===== src/jtdp_pkg.sv =====
// jtdp_pkg: shared types and constants of the test access and debug event port.
// assumes a core clock well above the test clock, which is sampled rather than used as a clock.
package jtdp_pkg;

    // ==============================================================
    // tap controller states
    typedef enum logic [3:0] {
        TAP_RESET      = 4'hf,
        TAP_IDLE       = 4'hc,
        TAP_SEL_DR     = 4'h7,
        TAP_CAP_DR     = 4'h6,
        TAP_SHIFT_DR   = 4'h2,
        TAP_EXIT1_DR   = 4'h1,
        TAP_PAUSE_DR   = 4'h3,
        TAP_EXIT2_DR   = 4'h0,
        TAP_UPD_DR     = 4'h5,
        TAP_SEL_IR     = 4'h4,
        TAP_CAP_IR     = 4'he,
        TAP_SHIFT_IR   = 4'ha,
        TAP_EXIT1_IR   = 4'h9,
        TAP_PAUSE_IR   = 4'hb,
        TAP_EXIT2_IR   = 4'h8,
        TAP_UPD_IR     = 4'hd
    } jtdp_tap_t;

    // ==============================================================
    // instruction register
    localparam int          IR_W       = 4;
    localparam logic [3:0]  IR_CAPTURE = 4'h1;
    localparam logic [3:0]  IR_BYPASS  = 4'hf;
    localparam logic [3:0]  IR_DBG_REQ = 4'h7;
    localparam logic [3:0]  IR_DBG_CMD = 4'h8;

    // ==============================================================
    // data and timing
    localparam int          DR_W_DEF     = 24;
    localparam logic [1:0]  DE_PULSE_CYC = 2'h3;

endpackage


===== src/jtdp_tap_if.sv =====
// jtdp_tap_if: sampled test clock strobe, mode select and test reset into the
// tap state machine, and its state back out. all on the core clock.
`timescale 1ns/1ps
interface jtdp_tap_if;
    import jtdp_pkg::*;
    logic      tck_rise;
    logic      tms;
    logic      trst;
    jtdp_tap_t state;
    modport fsm (input tck_rise, input tms, input trst, output state);
    modport ctl (output tck_rise, output tms, output trst, input state);
endinterface


===== src/jtdp_tap_fsm.sv =====
// jtdp_tap_fsm: sixteen-state test controller stepped by sampled test clock rises.
// assumes tms is valid and aligned with the tck_rise strobe from the control side.
`timescale 1ns/1ps
module jtdp_tap_fsm
    import jtdp_pkg::*;
(
    input wire logic clk,
    input wire logic rstn,
    jtdp_tap_if.fsm  tap
);

    typedef struct packed {
        jtdp_tap_t state;
    } jtdp_fsm_st_t;

    jtdp_fsm_st_t s_q;
    jtdp_fsm_st_t s_d;

    // ==============================================================
    // next state
    always_comb begin
        s_d = s_q;
        if (!rstn || tap.trst) begin
            s_d.state = TAP_RESET;
        end else if (tap.tck_rise) begin
            unique case (s_q.state)
                TAP_RESET:    s_d.state = tap.tms ? TAP_RESET    : TAP_IDLE;
                TAP_IDLE:     s_d.state = tap.tms ? TAP_SEL_DR   : TAP_IDLE;
                TAP_SEL_DR:   s_d.state = tap.tms ? TAP_SEL_IR   : TAP_CAP_DR;
                TAP_CAP_DR:   s_d.state = tap.tms ? TAP_EXIT1_DR : TAP_SHIFT_DR;
                TAP_SHIFT_DR: s_d.state = tap.tms ? TAP_EXIT1_DR : TAP_SHIFT_DR;
                TAP_EXIT1_DR: s_d.state = tap.tms ? TAP_UPD_DR   : TAP_PAUSE_DR;
                TAP_PAUSE_DR: s_d.state = tap.tms ? TAP_EXIT2_DR : TAP_PAUSE_DR;
                TAP_EXIT2_DR: s_d.state = tap.tms ? TAP_UPD_DR   : TAP_SHIFT_DR;
                TAP_UPD_DR:   s_d.state = tap.tms ? TAP_SEL_DR   : TAP_IDLE;
                TAP_SEL_IR:   s_d.state = tap.tms ? TAP_RESET    : TAP_CAP_IR;
                TAP_CAP_IR:   s_d.state = tap.tms ? TAP_EXIT1_IR : TAP_SHIFT_IR;
                TAP_SHIFT_IR: s_d.state = tap.tms ? TAP_EXIT1_IR : TAP_SHIFT_IR;
                TAP_EXIT1_IR: s_d.state = tap.tms ? TAP_UPD_IR   : TAP_PAUSE_IR;
                TAP_PAUSE_IR: s_d.state = tap.tms ? TAP_EXIT2_IR : TAP_PAUSE_IR;
                TAP_EXIT2_IR: s_d.state = tap.tms ? TAP_UPD_IR   : TAP_SHIFT_IR;
                TAP_UPD_IR:   s_d.state = tap.tms ? TAP_SEL_DR   : TAP_IDLE;
            endcase
        end
    end

    always_ff @(posedge clk) begin
        s_q <= s_d;
    end

    assign tap.state = s_q.state;
endmodule


===== src/jtdp_top.sv =====
// jtdp_top: test access port and debug event pin, all logic on the core clock.
// assumes tck runs at most a quarter of clk; test pins and debug pin are asynchronous.
// What this block does
// test data in is captured on each rising test clock edge.
// mode select is sampled on each rising test clock edge and steps the test controller.
// test data out changes only on falling test clock edges.
// test data out is driven only in shift-ir and shift-dr and floats otherwise.
// test reset initialises the test controller without waiting for a test clock edge.
// the outside controller must pulse test reset after power-up.
// a debug event pin request makes the core finish its instruction, save state and enter debug mode.
// entering debug mode drives the debug event pin low for three core clock cycles.
// the debug event pin bypasses the tap; everything else goes through the tap.
// debug commands and core readback travel through the tap without disturbing normal operation.
// during device reset test data out floats and all other pins are inputs.
// the test controller is the standard sixteen-state machine.
`timescale 1ns/1ps
module jtdp_top
    import jtdp_pkg::*;
#(
    parameter int DR_W = DR_W_DEF
)(
    input  wire logic            clk,
    input  wire logic            rstn,
    input  wire logic            tck,
    input  wire logic            tms,
    input  wire logic            tdi,
    input  wire logic            trst_n,
    output logic                 tdo,
    output logic                 tdo_oe,
    input  wire logic            debug_event_pin_in_n,
    output logic                 debug_event_pin_out_n,
    output logic                 debug_event_pin_oe,
    input  wire logic            core_in_debug,
    output logic                 core_halt_req,
    input  wire logic [DR_W-1:0] dbg_rsp_data,
    output logic                 dbg_cmd_valid,
    output logic [DR_W-1:0]      dbg_cmd_data
);

    typedef struct packed {
        logic [2:0]      tck_s;
        logic [1:0]      tms_s;
        logic [1:0]      tdi_s;
        logic [1:0]      trst_s;
        logic [1:0]      de_s;
        logic [IR_W-1:0] ir;
        logic [IR_W-1:0] ir_sh;
        logic [DR_W-1:0] dr_sh;
        logic            byp;
        logic            tdo;
        logic            tdo_oe;
        logic [1:0]      de_cnt;
        logic            de_out_n;
        logic            de_oe;
        logic            in_dbg_prev;
        logic            halt_req;
        logic            cmd_valid;
        logic [DR_W-1:0] cmd_data;
    } jtdp_st_t;

    jtdp_st_t   s_q;
    jtdp_st_t   s_d;
    jtdp_tap_if tap_bus ();

    logic tck_fall;
    logic de_req;

    // ==============================================================
    // sampled test pins toward the controller
    // each synchroniser is read at its second stage; tck edges compare its second and third stages
    assign tap_bus.tck_rise = s_q.tck_s[1] & ~s_q.tck_s[2];
    assign tck_fall         = ~s_q.tck_s[1] & s_q.tck_s[2];
    assign tap_bus.tms      = s_q.tms_s[1];
    assign tap_bus.trst     = ~s_q.trst_s[1];
    assign de_req           = ~s_q.de_s[1];

    jtdp_tap_fsm jtdp_tap_fsm_inst (
        .clk  (clk),
        .rstn (rstn),
        .tap  (tap_bus.fsm)
    );

    // ==============================================================
    // next state
    always_comb begin
        s_d           = s_q;
        s_d.tck_s     = {s_q.tck_s[1:0], tck};
        s_d.tms_s     = {s_q.tms_s[0], tms};
        s_d.tdi_s     = {s_q.tdi_s[0], tdi};
        s_d.trst_s    = {s_q.trst_s[0], trst_n};
        s_d.de_s      = {s_q.de_s[0], debug_event_pin_in_n};
        s_d.cmd_valid = 1'b0;
        s_d.in_dbg_prev = core_in_debug;

        // ---- tap data path, rising edge: capture and shift
        if (tap_bus.tck_rise) begin
            unique case (tap_bus.state)
                TAP_CAP_IR:   s_d.ir_sh = IR_CAPTURE;
                TAP_SHIFT_IR: s_d.ir_sh = {s_q.tdi_s[1], s_q.ir_sh[IR_W-1:1]};
                TAP_CAP_DR: begin
                    if (s_q.ir == IR_DBG_CMD) begin
                        s_d.dr_sh = dbg_rsp_data;
                    end else begin
                        s_d.byp = 1'b0;
                    end
                end
                TAP_SHIFT_DR: begin
                    if (s_q.ir == IR_DBG_CMD) begin
                        s_d.dr_sh = {s_q.tdi_s[1], s_q.dr_sh[DR_W-1:1]};
                    end else begin
                        s_d.byp = s_q.tdi_s[1];
                    end
                end
                default: ;
            endcase
        end

        // ---- falling edge: update stages and the output pin
        if (tck_fall) begin
            if (tap_bus.state == TAP_UPD_IR) begin
                s_d.ir = s_q.ir_sh;
                if (s_q.ir_sh == IR_DBG_REQ && !core_in_debug) begin
                    s_d.halt_req = 1'b1;
                end
            end
            if (tap_bus.state == TAP_UPD_DR && s_q.ir == IR_DBG_CMD) begin
                s_d.cmd_valid = 1'b1;
                s_d.cmd_data  = s_q.dr_sh;
            end
            // pin changes only here, so the far end samples a settled bit on its rise
            s_d.tdo    = (tap_bus.state == TAP_SHIFT_IR) ? s_q.ir_sh[0] :
                         (s_q.ir == IR_DBG_CMD)          ? s_q.dr_sh[0] : s_q.byp;
            s_d.tdo_oe = (tap_bus.state == TAP_SHIFT_IR) ||
                         (tap_bus.state == TAP_SHIFT_DR);
        end

        if (tap_bus.state == TAP_RESET) begin
            s_d.ir = IR_BYPASS;
        end
        if (tap_bus.trst) begin
            s_d.tdo_oe = 1'b0;
        end

        // ---- debug event pin, outside the tap
        // own pulse reads back as a request, but the core is already in debug then
        if (core_in_debug) begin
            s_d.halt_req = 1'b0;
        end else if (de_req) begin
            s_d.halt_req = 1'b1;  // see R7
        end
        if (core_in_debug && !s_q.in_dbg_prev) begin
            s_d.de_cnt   = DE_PULSE_CYC;
            s_d.de_out_n = 1'b0;
            s_d.de_oe    = 1'b1;
        end else if (s_q.de_cnt != 2'h0) begin
            s_d.de_cnt = s_q.de_cnt - 2'h1;
            if (s_q.de_cnt == 2'h1) begin
                s_d.de_out_n = 1'b1;
                s_d.de_oe    = 1'b0;
            end
        end

        if (!rstn) begin
            s_d          = '0;
            s_d.tck_s    = 3'h0;
            s_d.tms_s    = 2'h3;
            s_d.tdi_s    = 2'h3;
            s_d.de_s     = 2'h3;
            s_d.ir       = IR_BYPASS;
            s_d.tdo      = 1'b1;
            s_d.de_out_n = 1'b1;
        end
    end

    always_ff @(posedge clk) begin
        s_q <= s_d;
    end

    assign tdo                   = s_q.tdo;
    assign tdo_oe                = s_q.tdo_oe;
    assign debug_event_pin_out_n = s_q.de_out_n;
    assign debug_event_pin_oe    = s_q.de_oe;
    assign core_halt_req         = s_q.halt_req;
    assign dbg_cmd_valid         = s_q.cmd_valid;
    assign dbg_cmd_data          = s_q.cmd_data;
endmodule

===== config.mk =====
export PLATFORM = sky130hd
export DESIGN_NAME = jtdp_top
export DESIGN_NICKNAME = d
export VERILOG_FILES = /design/src/jtdp_pkg.sv /design/src/jtdp_tap_if.sv /design/src/jtdp_tap_fsm.sv /design/src/jtdp_top.sv
export SDC_FILE = /design/constraint.sdc
export NUM_CORES = 1
export LEC_CHECK = 0
export BUFFER_PORTS_ARGS = -buffer_cell sky130_fd_sc_hd__buf_4
export CELL_PAD_IN_SITES_DETAIL_PLACEMENT = 0
export CELL_PAD_IN_SITES_GLOBAL_PLACEMENT = 2
export CORE_MARGIN = 3
export CORE_UTILIZATION = 36
export DETAILED_ROUTE_END_ITERATION = 12
export GPL_TIMING_DRIVEN = 0
export HOLD_SLACK_MARGIN = 0.03
export PLACE_DENSITY = 0.94
export SLEW_MARGIN = 20
export SYNTH_ARGS = -nofsm -noshare
export SYNTH_HDL_FRONTEND = slang
export SYNTH_HIERARCHICAL = 1
export SYNTH_SLANG_ARGS = --single-unit

===== constraint.sdc =====
create_clock -name clk -period 3.2 [get_ports clk]
set_input_delay 0.64 -clock clk [delete_from_list [all_inputs] [get_ports clk]]
set_output_delay 0.64 -clock clk [all_outputs]
set_load 0.01 [all_outputs]

# Word level (Yosys, flattened, before mapping)
# Cells that the tools add are included.
# word_totals
reg_bits	81
rom_bits	0
latch_bits	0
mem_bits_rw	0
input_bits	32
mem_count	0
output_inout_bits	30
wordCells	108
# op_classes
n_eq_ne	25
n_reduce_logical	28
order_cmp	0
addsub	1
mux	29
bitwise	6
shifts	0
div_mod_pow	0
multipliers	0
# ops
op	count
$pmux W25 S2	1
$mux W24	2
$pmux W4 S12	1
$eq A4 B4 Y1 const B	9
$mux W26	1
$mux W25	1
$eq A4 B3 Y1 const B	5
$mux W2	7
$mux W3	4
$mux W4	3
$reduce_and A2 Y1	6
$reduce_bool A2 Y1	5
$eq A4 B2 Y1 const B	2
$mux W1	8
$ne A2 B2 Y1 const B	4
$pmux W4 S2	1
$reduce_and A4 Y1	2
$reduce_or A2 Y1	4
$ne A2 B1 Y1 const B	3
$eq A4 B1 Y1 const B	1
$logic_not A4 Y1	1
$not A1 Y1	4
$logic_and A1 B1 Y1	3
$logic_not A1 Y1	3
6 further kinds	8

# Longest topological paths before layout
# Gate-level depths: netlist of the first run.
# depth
depth_word	6
mapped_depth	7
ltp_nobuf	5

# Hierarchy
# The synthesis of the first run kept the hierarchy.
# by_module_without_submodules
module	seq_area_each_um2	cells_per_inst	n_inst	area_per_inst_um2
jtdp_top	1541.5	348	1	3210.6
jtdp_tap_fsm	80.1	27	1	215.2

# Least setup slack after synthesis of the first run
# Ideal clock, no wire load.
# synth_timing
kind	register to register
from	register s_q[62] (netlist name)
to	register s_q (netlist bit dbg_cmd_data[20])
n_path_buf	2
period_less_slack_ns	1.917
setup_slack_ns	1.283
setup_time_ns	0.126
stages_incl_launch_ff	7
arrival_time_ns	1.791
t_required_ns	3.074
cell_sequence	dfxtp_1 or4b_4 or4_4 buf_6 buf_6 nand3_1 o21ai_1
# synth_via
elab_chain_cells	3
# synth_rtl
item	line	source
start, declared	jtdp_top.sv:61	jtdp_st_t s_q;
start signal, assigned	jtdp_top.sv:176	s_q <= s_d;
$eq A4 B4 Y1	jtdp_top.sv:126	if (tap_bus.state == TAP_UPD_DR && s_q.ir == IR_DBG_CMD) begin
$logic_and A1 B1 Y1	jtdp_top.sv:126	
$reduce_and A2 Y1 (no source line)	--	
# Every way passes these cells.
# A chain may end at the register's enable or synchronous reset.

# Final worst setup path of the first run
# layout_timing
from	register s_q[62] (netlist name)
to	register s_q[42] (netlist name)
# layout_via
elab_chain_cells	3
word_cells_on_any_way	4
cone_classes	eq/ne: 3; reduce/logical: 1
# layout_rtl
item	line
$eq A4 B4 Y1 *	jtdp_top.sv:101, jtdp_top.sv:108
$ne A2 B2 Y1 (no source line)	--
$reduce_and A4 Y1 (no source line) *	--
# Mark *: on every way between the ends. The rest lies on a longest branch, timed or not.

==> flow_summary_export.csv, run 1 <==
group,metric,value,unit
yosys,postSynthNetCount,409,
finish,multiInputGateArea,1480,sq um
critical_path,critPathSlowestCell,"or4b_4",
yosys,synth_top_area_cell,"dfxtp_1",
pwr,clkPwrFrac,38.0,%
yosys,synth-seq-cells,81,
finish,diodes,0,
floorplanning,die_w,104,um
clocking,cts_tree,"done",
floorplanning,die_h,104,um
sta,clock_skew,6.69,ps
grt,grt_pass1_wl,13.2,mm
sta,setup_ws,1080,ps
sta,fin_crit_sh,66.3,%
clocking,postCtsHoldBufs,0,
sta,rsz0062_at_grt,"no",
critical_path,path_class,"reg2reg",
yosys,synth_commonest_cells,"81 x dfxtp_1, 37 x nand2_1, 29 x mux2i_1",
clocking,cts_root_buffer,"clkbuf_8",
grt,grt_util_all_layers,14.8,%
critical_path,path_delay_family,"simple AND/OR/NAND/NOR gates",
yosys,synth_top_cells_by_area,"dfxtp_1 47%, mux2i_1 8.5%, buf_4 5.7%, a211oi_1 5.3%, nand3_1 4.1%",
yosys,synth_seq_area_share,47.3,%
drt,finalWirelength,7.71,mm
drt,vias_per_cell,4.91,
critical_path,startpoint,"s_q[62]",
critical_path,rr_worst_depth,5,
drt,antenna_left,0,
finish,drive_above_1_share,26.5,%
grt,grt.overflow.total,0,
yosys,synth-main-ff-cell,"dfxtp_1",
critical_path,endpoint_kind,"flop",
critical_path,crit_chain,"or4b_4, nor4_2, clkbuf_1, buf_2, a211oi_1",
pwr,sw_frac_of_total,22.6,%
drt,dr.pass1.iters,4,
pwr,leakagePower,1.60,nW
finish,area_delta_synth_final,23.0,%
sta,hold_viol,0,
critical_path,required,3400,ps
floorplanning,io_pins,62,
yosys,synth.most_common_cell,"dfxtp_1",
yosys,synth_top_area_share,47.3,%
clocking,clockBufferDepth,2,
drt,wire_per_inst,13.4,um
critical_path,cp-start-kind,"flop",
placed_design,routabilityCongestion,0.793,
finish,fill_cells,920,
clocking,clock_sinks,81,
yosys,avgSynthCellArea,9.14,sq um
floorplanning,core,8980,sq um
min_path,hold_class,"reg2reg",
critical_path,slowest_delay,580,ps
sta,period_minus_slack,2120,ps
placed_design,hpwl,5.64,mm
yosys,synth_async_sr_flop_share,0,%
yosys,yosys_warnings,6,
yosys,synth_edf_count,0,
critical_path,rrSetupSlack,1080,ps
pwr,seq_power_share,55.9,%
job,drv_cap,0,
clocking,htree_levels,3,
drt,via_count,2822,
sta,setup_violations,0,
floorplanning,die_area,10700,sq um
critical_path,r2r-start,"s_q[62]",
finish,regArea,1620,sq um
grt,grt_max_degree,13,
finish,fin_nets,481,
pwr,intPower,1.42,mW
floorplanning,fp-row-count,34,
yosys,synthesis.area,3430,sq um
critical_path,path_max_fanout,10,
pwr,comb_power_share,6.1,%
min_path,hp-start,"s_q[70]",
yosys,yosysUniqueCellTypes,47,
sta,max_slew.worst_pin.slew,733,ps
min_path,holdPathEnd,"s_q[71]",
sta,drv_slew,0,
drt,drc,0,
placed_design,dp_slack,781,ps
drt,drtIter0Drc,92,
sta,fmax,471,MHz
critical_path,r2r-end,"s_q[42]",
critical_path,path_buf_inv,2,
status,status,"finished, final reports clean",
floorplanning,start_util,38.2,%
grt,grt_pass1_vias,2764,
sta,tns,0,ps
min_path,hold_path_depth,1,
yosys,syn_inst,375,
critical_path,cp_data_arrival_time,2330,ps
pwr,p_per_area,437,nW/um^2
placed_design,portBuffers,61,
clocking,clkTransAtPathRegs,80,ps
pwr,ir_drop,0.182,mV
pwr,switching_power,0.417,mW
grt,antenna_found_initial,0,
sta,relSlewSlack,50.8,%
clocking,postCtsResizedCells,0,
clocking,clock_latency,340,ps
sta,timing.hold.ws,411,ps
clocking,cts_made_buffers,9,
clocking,cts_setup_buffers,0,
==> worst max path at each step <==
stage / endpoint / slack, ps / cells past startpoint
floorplan: dbg_cmd_data[20] / 1280 / 6
global placement: s_q[48] / 820 / 5
detailed placement: tdo_oe / 780 / 5
CTS: s_q[39] / 1060 / 5
global route: s_q[40] / 810 / 5
finish: s_q[42] / 1080 / 5
==> registers in the layout, indices dropped and copies added, names as in the netlist <==
register,cells
tdo,1
core_halt_req,1
dbg_cmd_valid,1
s_q,47
dbg_cmd_data,24
debug_event_pin_oe,1
tdo_oe,1
jtdp_tap_fsm_inst/tap.state,4
debug_event_pin_out_n,1
==> routing by layer <==
| metal | GRT usage [%] | part of all wire, % | vias up |
|---|---|---|---|
| li1 | - | - | 1422 |
| met1 | 19.2 | 48 | 1332 |
| met2 | 24.9 | 47 | 57 |
| met3 | 3.11 | 3.6 | 11 |
| met4 | 4.84 | 1.4 | 0 |
| met5 | 0 | 0 | - |
==> area by class of cell <==
cell class / instances / area share (%)
flip-flops and latches: 81 / 38.5
multi-input cells: 239 / 35.2
repair buffers: 61 / 10.9
plain buffers: 48 / 7.04
well taps: 126 / 3.74
clock buffers: 9 / 2.94
clock inverters: 4 / 1.13
inverters: 7 / 0.624
==> kinds of logic (layout without fill, tap and decap cells) <==
kind of cell	Yosys count	after routing	synth area share, %
xor gates and xnor gates	1	1	0.256
adders and majority gates	2	2	0.730
buffers and inverters	55	129	9.42
and+or+nand+nor	131	131	19.0
AOI/OAI and AO/OA	75	75	14.5
DFF	81	81	47.3
muxes	30	30	8.80
==> cell usage in the layout, fill, tap and decap left out, types with 2 or more instances in the layout <==
cell	Yosys	routed
buf_4	26	87
mux2i_1	29	29
clkinv_2	0	2
nand3_1	28	28
buf_6	2	2
nor2_1	28	28
ha_1	2	2
nand2_1	37	37
o21ai_0	19	19
nor3_1	6	6
a211oi_1	24	24
buf_2	3	3
and2_1	6	6
a21oi_1	7	7
nand2b_1	13	13
o21ai_1	6	6
buf_1	2	2
o21ai_2	5	5
dfxtp_1	81	81
nand3b_1	2	2
inv_1	6	6
a22oi_1	3	3
clkbuf_1	15	15
clkbuf_8	0	9
==> power by group through the flow <==
stage          logic [mW]  registers (mW)  clock network [mW]
2_1_floorplan      0.0607            1.05                   0
3_3_place_gp        0.113            1.05                   0
3_5_place_dp        0.115            1.05                   0
4_1_cts             0.115            1.03               0.713
5_1_grt             0.129            1.03               0.754
6_report            0.113            1.03               0.699
==> metrics by stage <==
| step | total power, mW | instance area [sq um] | util [%] | std cells |
|---|---|---|---|---|
| finish | 1.84 | 4210 | 46.9 | 575 |
| global route | 1.91 | 4210 | 46.9 | 575 |
| CTS | 1.86 | 4210 | 46.9 | 575 |
| detailed placement | 1.17 | 4040 | 45.0 | 562 |
| global placement | 1.17 | 4040 | 45.0 | 562 |
| floorplan | 1.11 | 3430 | - | 375 |
No activity file was read; power rests on OpenSTA's default activity.
==> run 2: changes to the inputs <==
- ABC_AREA: default -> 1
- CORE_UTILIZATION: 36 -> 28
- PLACE_DENSITY: 0.94 -> 0.86
- clock period: 3.2 -> 1.9 ns (I/O delays scaled with it)
==> flow_summary_export.csv, run 2 <==
group,metric,value,unit
finish,top_register,"s_q",
drt,via_count,3554,
drt,drc,0,
critical_path,endpoint_kind,"flop",
yosys,avgSynthCellArea,6.61,sq um
pwr,p_per_area,741,nW/um^2
clocking,postCtsHoldBufs,0,
grt,grt_util_all_layers,13.0,%
grt,met2_usage,21.8,%
finish,layout_commonest_cell,"nand2_1",
drt,drtIter0Drc,126,
grt,grt_pass1_wl,15.8,mm
grt,grt.busiest_layer,"met2",
critical_path,cp_data_arrival_time,1870,ps
yosys,yosys_warnings,6,
pwr,ir_drop,0.492,mV
sta,tns,0,ps
yosys,synth_top_cells_by_area,"dfxtp_1 42%, nand2_1 14%, nor2_1 13%, nand3_1 8.2%, inv_1 5.5%",
yosys,synth_seq_area_share,41.5,%
grt,grt_max_degree,14,
finish,largest_reg_flops,47,
finish,diodes,0,
grt,use_met1,16.6,%
sta,period_minus_slack,1640,ps
clocking,cts_root_buffer,"clkbuf_16",
yosys,synthesis.area,3900,sq um
critical_path,path_class,"reg2reg",
grt,antenna_found_initial,0,
placed_design,portBuffers,61,
critical_path,cp-start-kind,"flop",
clocking,postCtsResizedCells,0,
finish,drive_above_1_share,20.5,%
yosys,synth-main-ff-cell,"dfxtp_1",
critical_path,required,2140,ps
yosys,synth_commonest_cells,"150 x nand2_1, 135 x nor2_1, 81 x dfxtp_1",
drt,antenna_left,0,
clocking,cts_made_buffers,9,
placed_design,hpwl,7.25,mm
sta,hold_viol,0,
floorplanning,die_area,15400,sq um
pwr,p_total,3.61,mW
sta,drv_slew,0,
grt,grtUsageMet3,3.41,%
clocking,cts_tree,"done",
min_path,hold_class,"in2reg",
drt,finalWirelength,9.43,mm
grt,grt.overflow.total,0,
floorplanning,die_w,124,um
job,drv_cap,0,
yosys,yosysUniqueCellTypes,25,
pwr,leakagePower,2.42,nW
yosys,synth_edf_count,0,
yosys,syn_inst,591,
clocking,htree_levels,3,
clocking,clkTransAtPathRegs,60,ps
sta,setup_ws,264,ps
clocking,clock_latency,340,ps
clocking,cts_setup_buffers,0,
placed_design,place_area,4580,sq um
drt,dr.pass1.iters,4,
yosys,synth_top_area_share,41.5,%
floorplanning,io_pins,62,
sta,fin_crit_sh,86.1,%
sta,clock_skew,5.33,ps
sta,setup_violations,0,
floorplanning,core,13500,sq um
critical_path,path_max_fanout,12,
floorplanning,fp-row-count,42,
finish,fin_nets,697,
sta,rsz0062_at_grt,"no",
sta,relSlewSlack,62.1,%
clocking,clock_sinks,81,
sta,fmax,611,MHz
yosys,synth_top_area_cell,"dfxtp_1",
status,status,"finished, final reports clean",
floorplanning,die_h,124,um
finish,final_cell_mix,"150 x nand2_1, 135 x nor2_1, 87 x buf_4",
drt,vias_per_cell,4.21,
floorplanning,start_util,29.0,%
clocking,clockBufferDepth,2,
yosys,postSynthNetCount,625,
placed_design,dp_slack,205,ps
grt,grt_pass1_vias,3331,
finish,area_delta_synth_final,24.8,%
finish,fin_area,4870,sq um
yosys,synth_async_sr_flop_share,0,%
placed_design,routabilityCongestion,0.781,
yosys,synth-seq-cells,81,
sta,max_slew.worst_pin.slew,568,ps
drt,wire_per_inst,11.2,um
yosys,synth.most_common_cell,"nand2_1",
-- run 2: changes by cell type after synthesis, moves of 6 or more --
cell      before  now
a211oi_1      24    0
clkbuf_1      15    5
and2_1         6    0
o21ai_1        6    0
nor2_1        28  135
nand2b_1      13    0
o21ai_0       19   12
or2_2          1    7
buf_2          3    9
nand2_1       37  150
nand3_1       28   64
inv_1          6   57
mux2i_1       29    0
-- run 2: final timing paths --
path                                        from  endpoint  slack [ps]  depth (start not counted)
setup reg to reg  jtdp_tap_fsm_inst/tap.state[1]   s_q[44]         260                          6
hold / removal                               tdi   s_q[70]         220                          2
setup / recovery  jtdp_tap_fsm_inst/tap.state[1]   s_q[44]         260                          6
hold reg to reg                          s_q[72]   s_q[73]         410                          1
-- run 2: cells by family (layout without fill, tap and decap cells) --
family / count (synthesis) / in the layout / share of synthesized area, %
buf+inv: 110 / 187 / 14.5
flops: 81 / 81 / 41.5
simple gates: 370 / 370 / 39.5
compound gates: 28 / 28 / 3.81
fa+ha+maj: 2 / 2 / 0.641
-- run 2: routing by layer --
metal	share of wire, %	vias to the layer above
li1	-	1925
met1	47	1549
met5	0	-
met4	1.2	0
met2	47	73
met3	5.0	7
-- run 2: critical path, stage by stage, from the launching register on --
cell,delay (ps)
dfxtp_1,630
nand3_2,160
nor2_4,230
buf_2,270
nand3_1,110
nor2_1,100
nor2_1,40
-- run 2: stage by stage --
stage                     cells  utilization, %  hold WS [ps]
after CTS                   844            36.2           215
final                       844            36.2           224
after global routing        844            36.2           218
after global placement      828            34.1           395
after floorplan             591               -           390
after detailed placement    828            34.1           400
-- run 2: area by class of cell --
class	count	area [sq um]
fillers	1504	8580
multi-input cells	400	1720
flip-flops and latches	81	1620
repair buffers	61	458
plain buffers	49	338
clock buffers	11	233
inverters	61	229
well taps	176	220
clock inverters	5	56.3
-- run 2: report_power, final --
part / total (mW) / switching, mW / internal, mW
clock: 1.69 / 0.672 / 1.02
combinational: 0.188 / 0.0988 / 0.0887
sequential: 1.73 / 0.0124 / 1.72
==> run 3: changes to the inputs <==
- BUFFER_PORTS_ARGS: -buffer_cell sky130_fd_sc_hd__buf_4 -> default
- CORE_UTILIZATION: 28 -> 31
- DONT_BUFFER_PORTS: default -> 1
- PLACE_DENSITY: 0.86 -> 0.84
- SETUP_SLACK_MARGIN: default -> 0.4
- SYNTH_HIERARCHICAL: 1 -> default
==> flow_summary_export.csv, run 3 <==
group,metric,value,unit
critical_path,path_class,"reg2reg",
finish,top_register,"s_q",
finish,fin_nets,573,
sta,rsz0062_at_grt,"yes",
yosys,yosys_warnings,0,
yosys,syn_inst,523,
critical_path,rr_worst_depth,7,
clocking,clkTransAtPathRegs,60,ps
clocking,htree_levels,3,
finish,final_cell_mix,"100 x nand2_1, 77 x dfxtp_1, 75 x inv_1",
finish,area_delta_synth_final,15.6,%
grt,grt_max_degree,13,
drt,wire_per_inst,13.1,um
yosys,synthesis.area,3690,sq um
yosys,synth_top_cells_by_area,"dfxtp_1 44%, nand2_1 10%, inv_1 7.6%, nor2_1 6.5%, buf_4 5.3%",
yosys,postSynthNetCount,557,
clocking,cts_made_buffers,9,
pwr,p_per_area,857,nW/um^2
critical_path,r2r-end,"s_q[37]",
floorplanning,die_h,115,um
clocking,cts_root_buffer,"clkbuf_16",
min_path,holdPathEnd,"s_q[26]",
critical_path,slowest_delay,310,ps
sta,fmax,710,MHz
finish,fill_cells,1264,
sta,clock_skew,7.56,ps
yosys,avgSynthCellArea,7.05,sq um
critical_path,crit_chain,"inv_1, nand2_1, nor2_4, buf_4, buf_2, nand4_1, a21oi_1",
min_path,hp-start,"core_in_debug",
finish,diodes,0,
sta,fin_crit_sh,74.1,%
sta,relSlewSlack,64.3,%
drt,via_count,3200,
yosys,synth_top_area_share,44.0,%
floorplanning,io_pins,62,
yosys,synth-seq-cells,81,
pwr,leakagePower,1.88,nW
critical_path,required,2160,ps
grt,antenna_found_initial,0,
sta,tns,0,ps
clocking,clock_latency,330,ps
critical_path,rrSetupSlack,490,ps
critical_path,critPathSlowestCell,"dfxtp_1",
placed_design,routabilityCongestion,0.777,
yosys,yosysUniqueCellTypes,24,
critical_path,endpoint_kind,"flop",
floorplanning,die_w,115,um
finish,drive_above_1_share,15.8,%
yosys,synth_edf_count,0,
placed_design,hpwl,6.44,mm
drt,antenna_left,0,
yosys,synth_commonest_cells,"102 x nand2_1, 81 x dfxtp_1, 75 x inv_1",
floorplanning,start_util,32.0,%
pwr,ir_drop,0.520,mV
floorplanning,die_area,13200,sq um
clocking,clockBufferDepth,2,
drt,drc,0,
critical_path,cp_data_arrival_time,1670,ps
sta,period_minus_slack,1410,ps
sta,drv_slew,0,
grt,grt_util_all_layers,14.1,%
critical_path,path_delay_family,"buffers and inverters",
sta,hold_viol,0,
drt,vias_per_cell,4.66,
yosys,synth-main-ff-cell,"dfxtp_1",
grt,grt_pass1_wl,14.9,mm
critical_path,path_buf_inv,3,
min_path,hold_path_depth,2,
clocking,clock_sinks,81,
yosys,synth_seq_area_share,44.0,%
grt,grt_pass1_vias,3116,
status,status,"finished, final reports clean",
floorplanning,core,11500,sq um
finish,layout_commonest_cell,"nand2_1",
clocking,cts_tree,"done",
yosys,synth.most_common_cell,"nand2_1",
yosys,synth_top_area_cell,"dfxtp_1",
placed_design,portBuffers,0,
finish,multiInputGateArea,1490,sq um
drt,finalWirelength,9.00,mm
yosys,synth_async_sr_flop_share,0,%
critical_path,path_max_fanout,10,
critical_path,cp-start-kind,"flop",
sta,setup_violations,0,
finish,largest_reg_flops,47,
grt,grt.overflow.total,0,
floorplanning,fp-row-count,39,
sta,timing.hold.ws,147,ps
min_path,hold_class,"in2reg",
finish,regArea,1630,sq um
job,drv_cap,0,
sta,max_slew.worst_pin.slew,535,ps
drt,dr.pass1.iters,4,
critical_path,r2r-start,"s_q[62]",
drt,drtIter0Drc,150,
[run 3: cells by family after synthesis]
family                     count (synthesis)  synth area share [%]
DFF                                       81                  44.0
and+or+nand+nor                          238                  28.6
AOI/OAI and AO/OA                         74                  10.5
buffers and inverters                    128                  16.2
adders and majority gates                  2                 0.678
[run 3: cell type report]
class                           count  share of cell area, %
Multi-Input combinational cell    314                   34.9
Sequential cell                    81                   38.3
Clock buffer                       14                   6.43
Buffer                             47                   7.31
Clock inverter                      2                  0.822
Tap cell                          143                   4.20
Timing Repair Buffer                5                  0.881
Inverter                           81                   7.19
[run 3: metal layers]
metal | track usage (%) | up-vias | wire length [um]
li1 | - | 1656 | -
met1 | 17.7 | 1448 | 4240
met2 | 23.3 | 84 | 4070
met3 | 4.16 | 12 | 545
met4 | 4.30 | 0 | 136
met5 | 0 | - | 0
[run 3: worst reg2reg max path, stage by stage, from the launching register on]
cell and delay (ps):
dfxtp_1 310, inv_1 80, nand2_1 90, nor2_4 200, buf_4 150, buf_2 230
nand4_1 140, a21oi_1 140
[run 3: power by group]
part | total (mW) | switching [mW] | internal (mW)
registers | 1.73 | 0.0146 | 1.72
logic | 0.131 | 0.0857 | 0.0449
clock network | 1.79 | 0.665 | 1.13
[run 3: through the flow]
step	instances	utilization (%)	setup slack (ps)	cell area, sq um	power, mW
after global placement	666	33.6	234	3870	1.90
final	687	37.0	492	4260	3.65
after detailed placement	666	33.6	236	3870	1.90
after CTS	685	36.6	426	4210	3.70
after global routing	687	37.0	384	4260	3.80
after floorplan	523	-	630	3690	1.87
[run 3: worst max path at each step]
stage	startpoint	endpoint	slack [ps]	depth (start not counted)
after detailed placement	jtdp_tap_fsm_inst.tap.state[2]	s_q[38]	240	5
after CTS	s_q[75]	s_q[37]	430	6
after global routing	jtdp_tap_fsm_inst.tap.state[0]	dbg_cmd_data[19]	380	8
after global placement	jtdp_tap_fsm_inst.tap.state[2]	s_q[38]	230	5
final	s_q[62]	s_q[37]	490	7
after floorplan	jtdp_tap_fsm_inst.tap.state[2]	dbg_cmd_data[16]	630	8
[run 3: timing repair]
item                       4_1_cts  5_1_grt
hold buffers                     0        0
setup endpoints to repair       41       44
pin swaps                        2        2
resized for setup                6       19
gates cloned                     0        0
setup buffers                    3        2
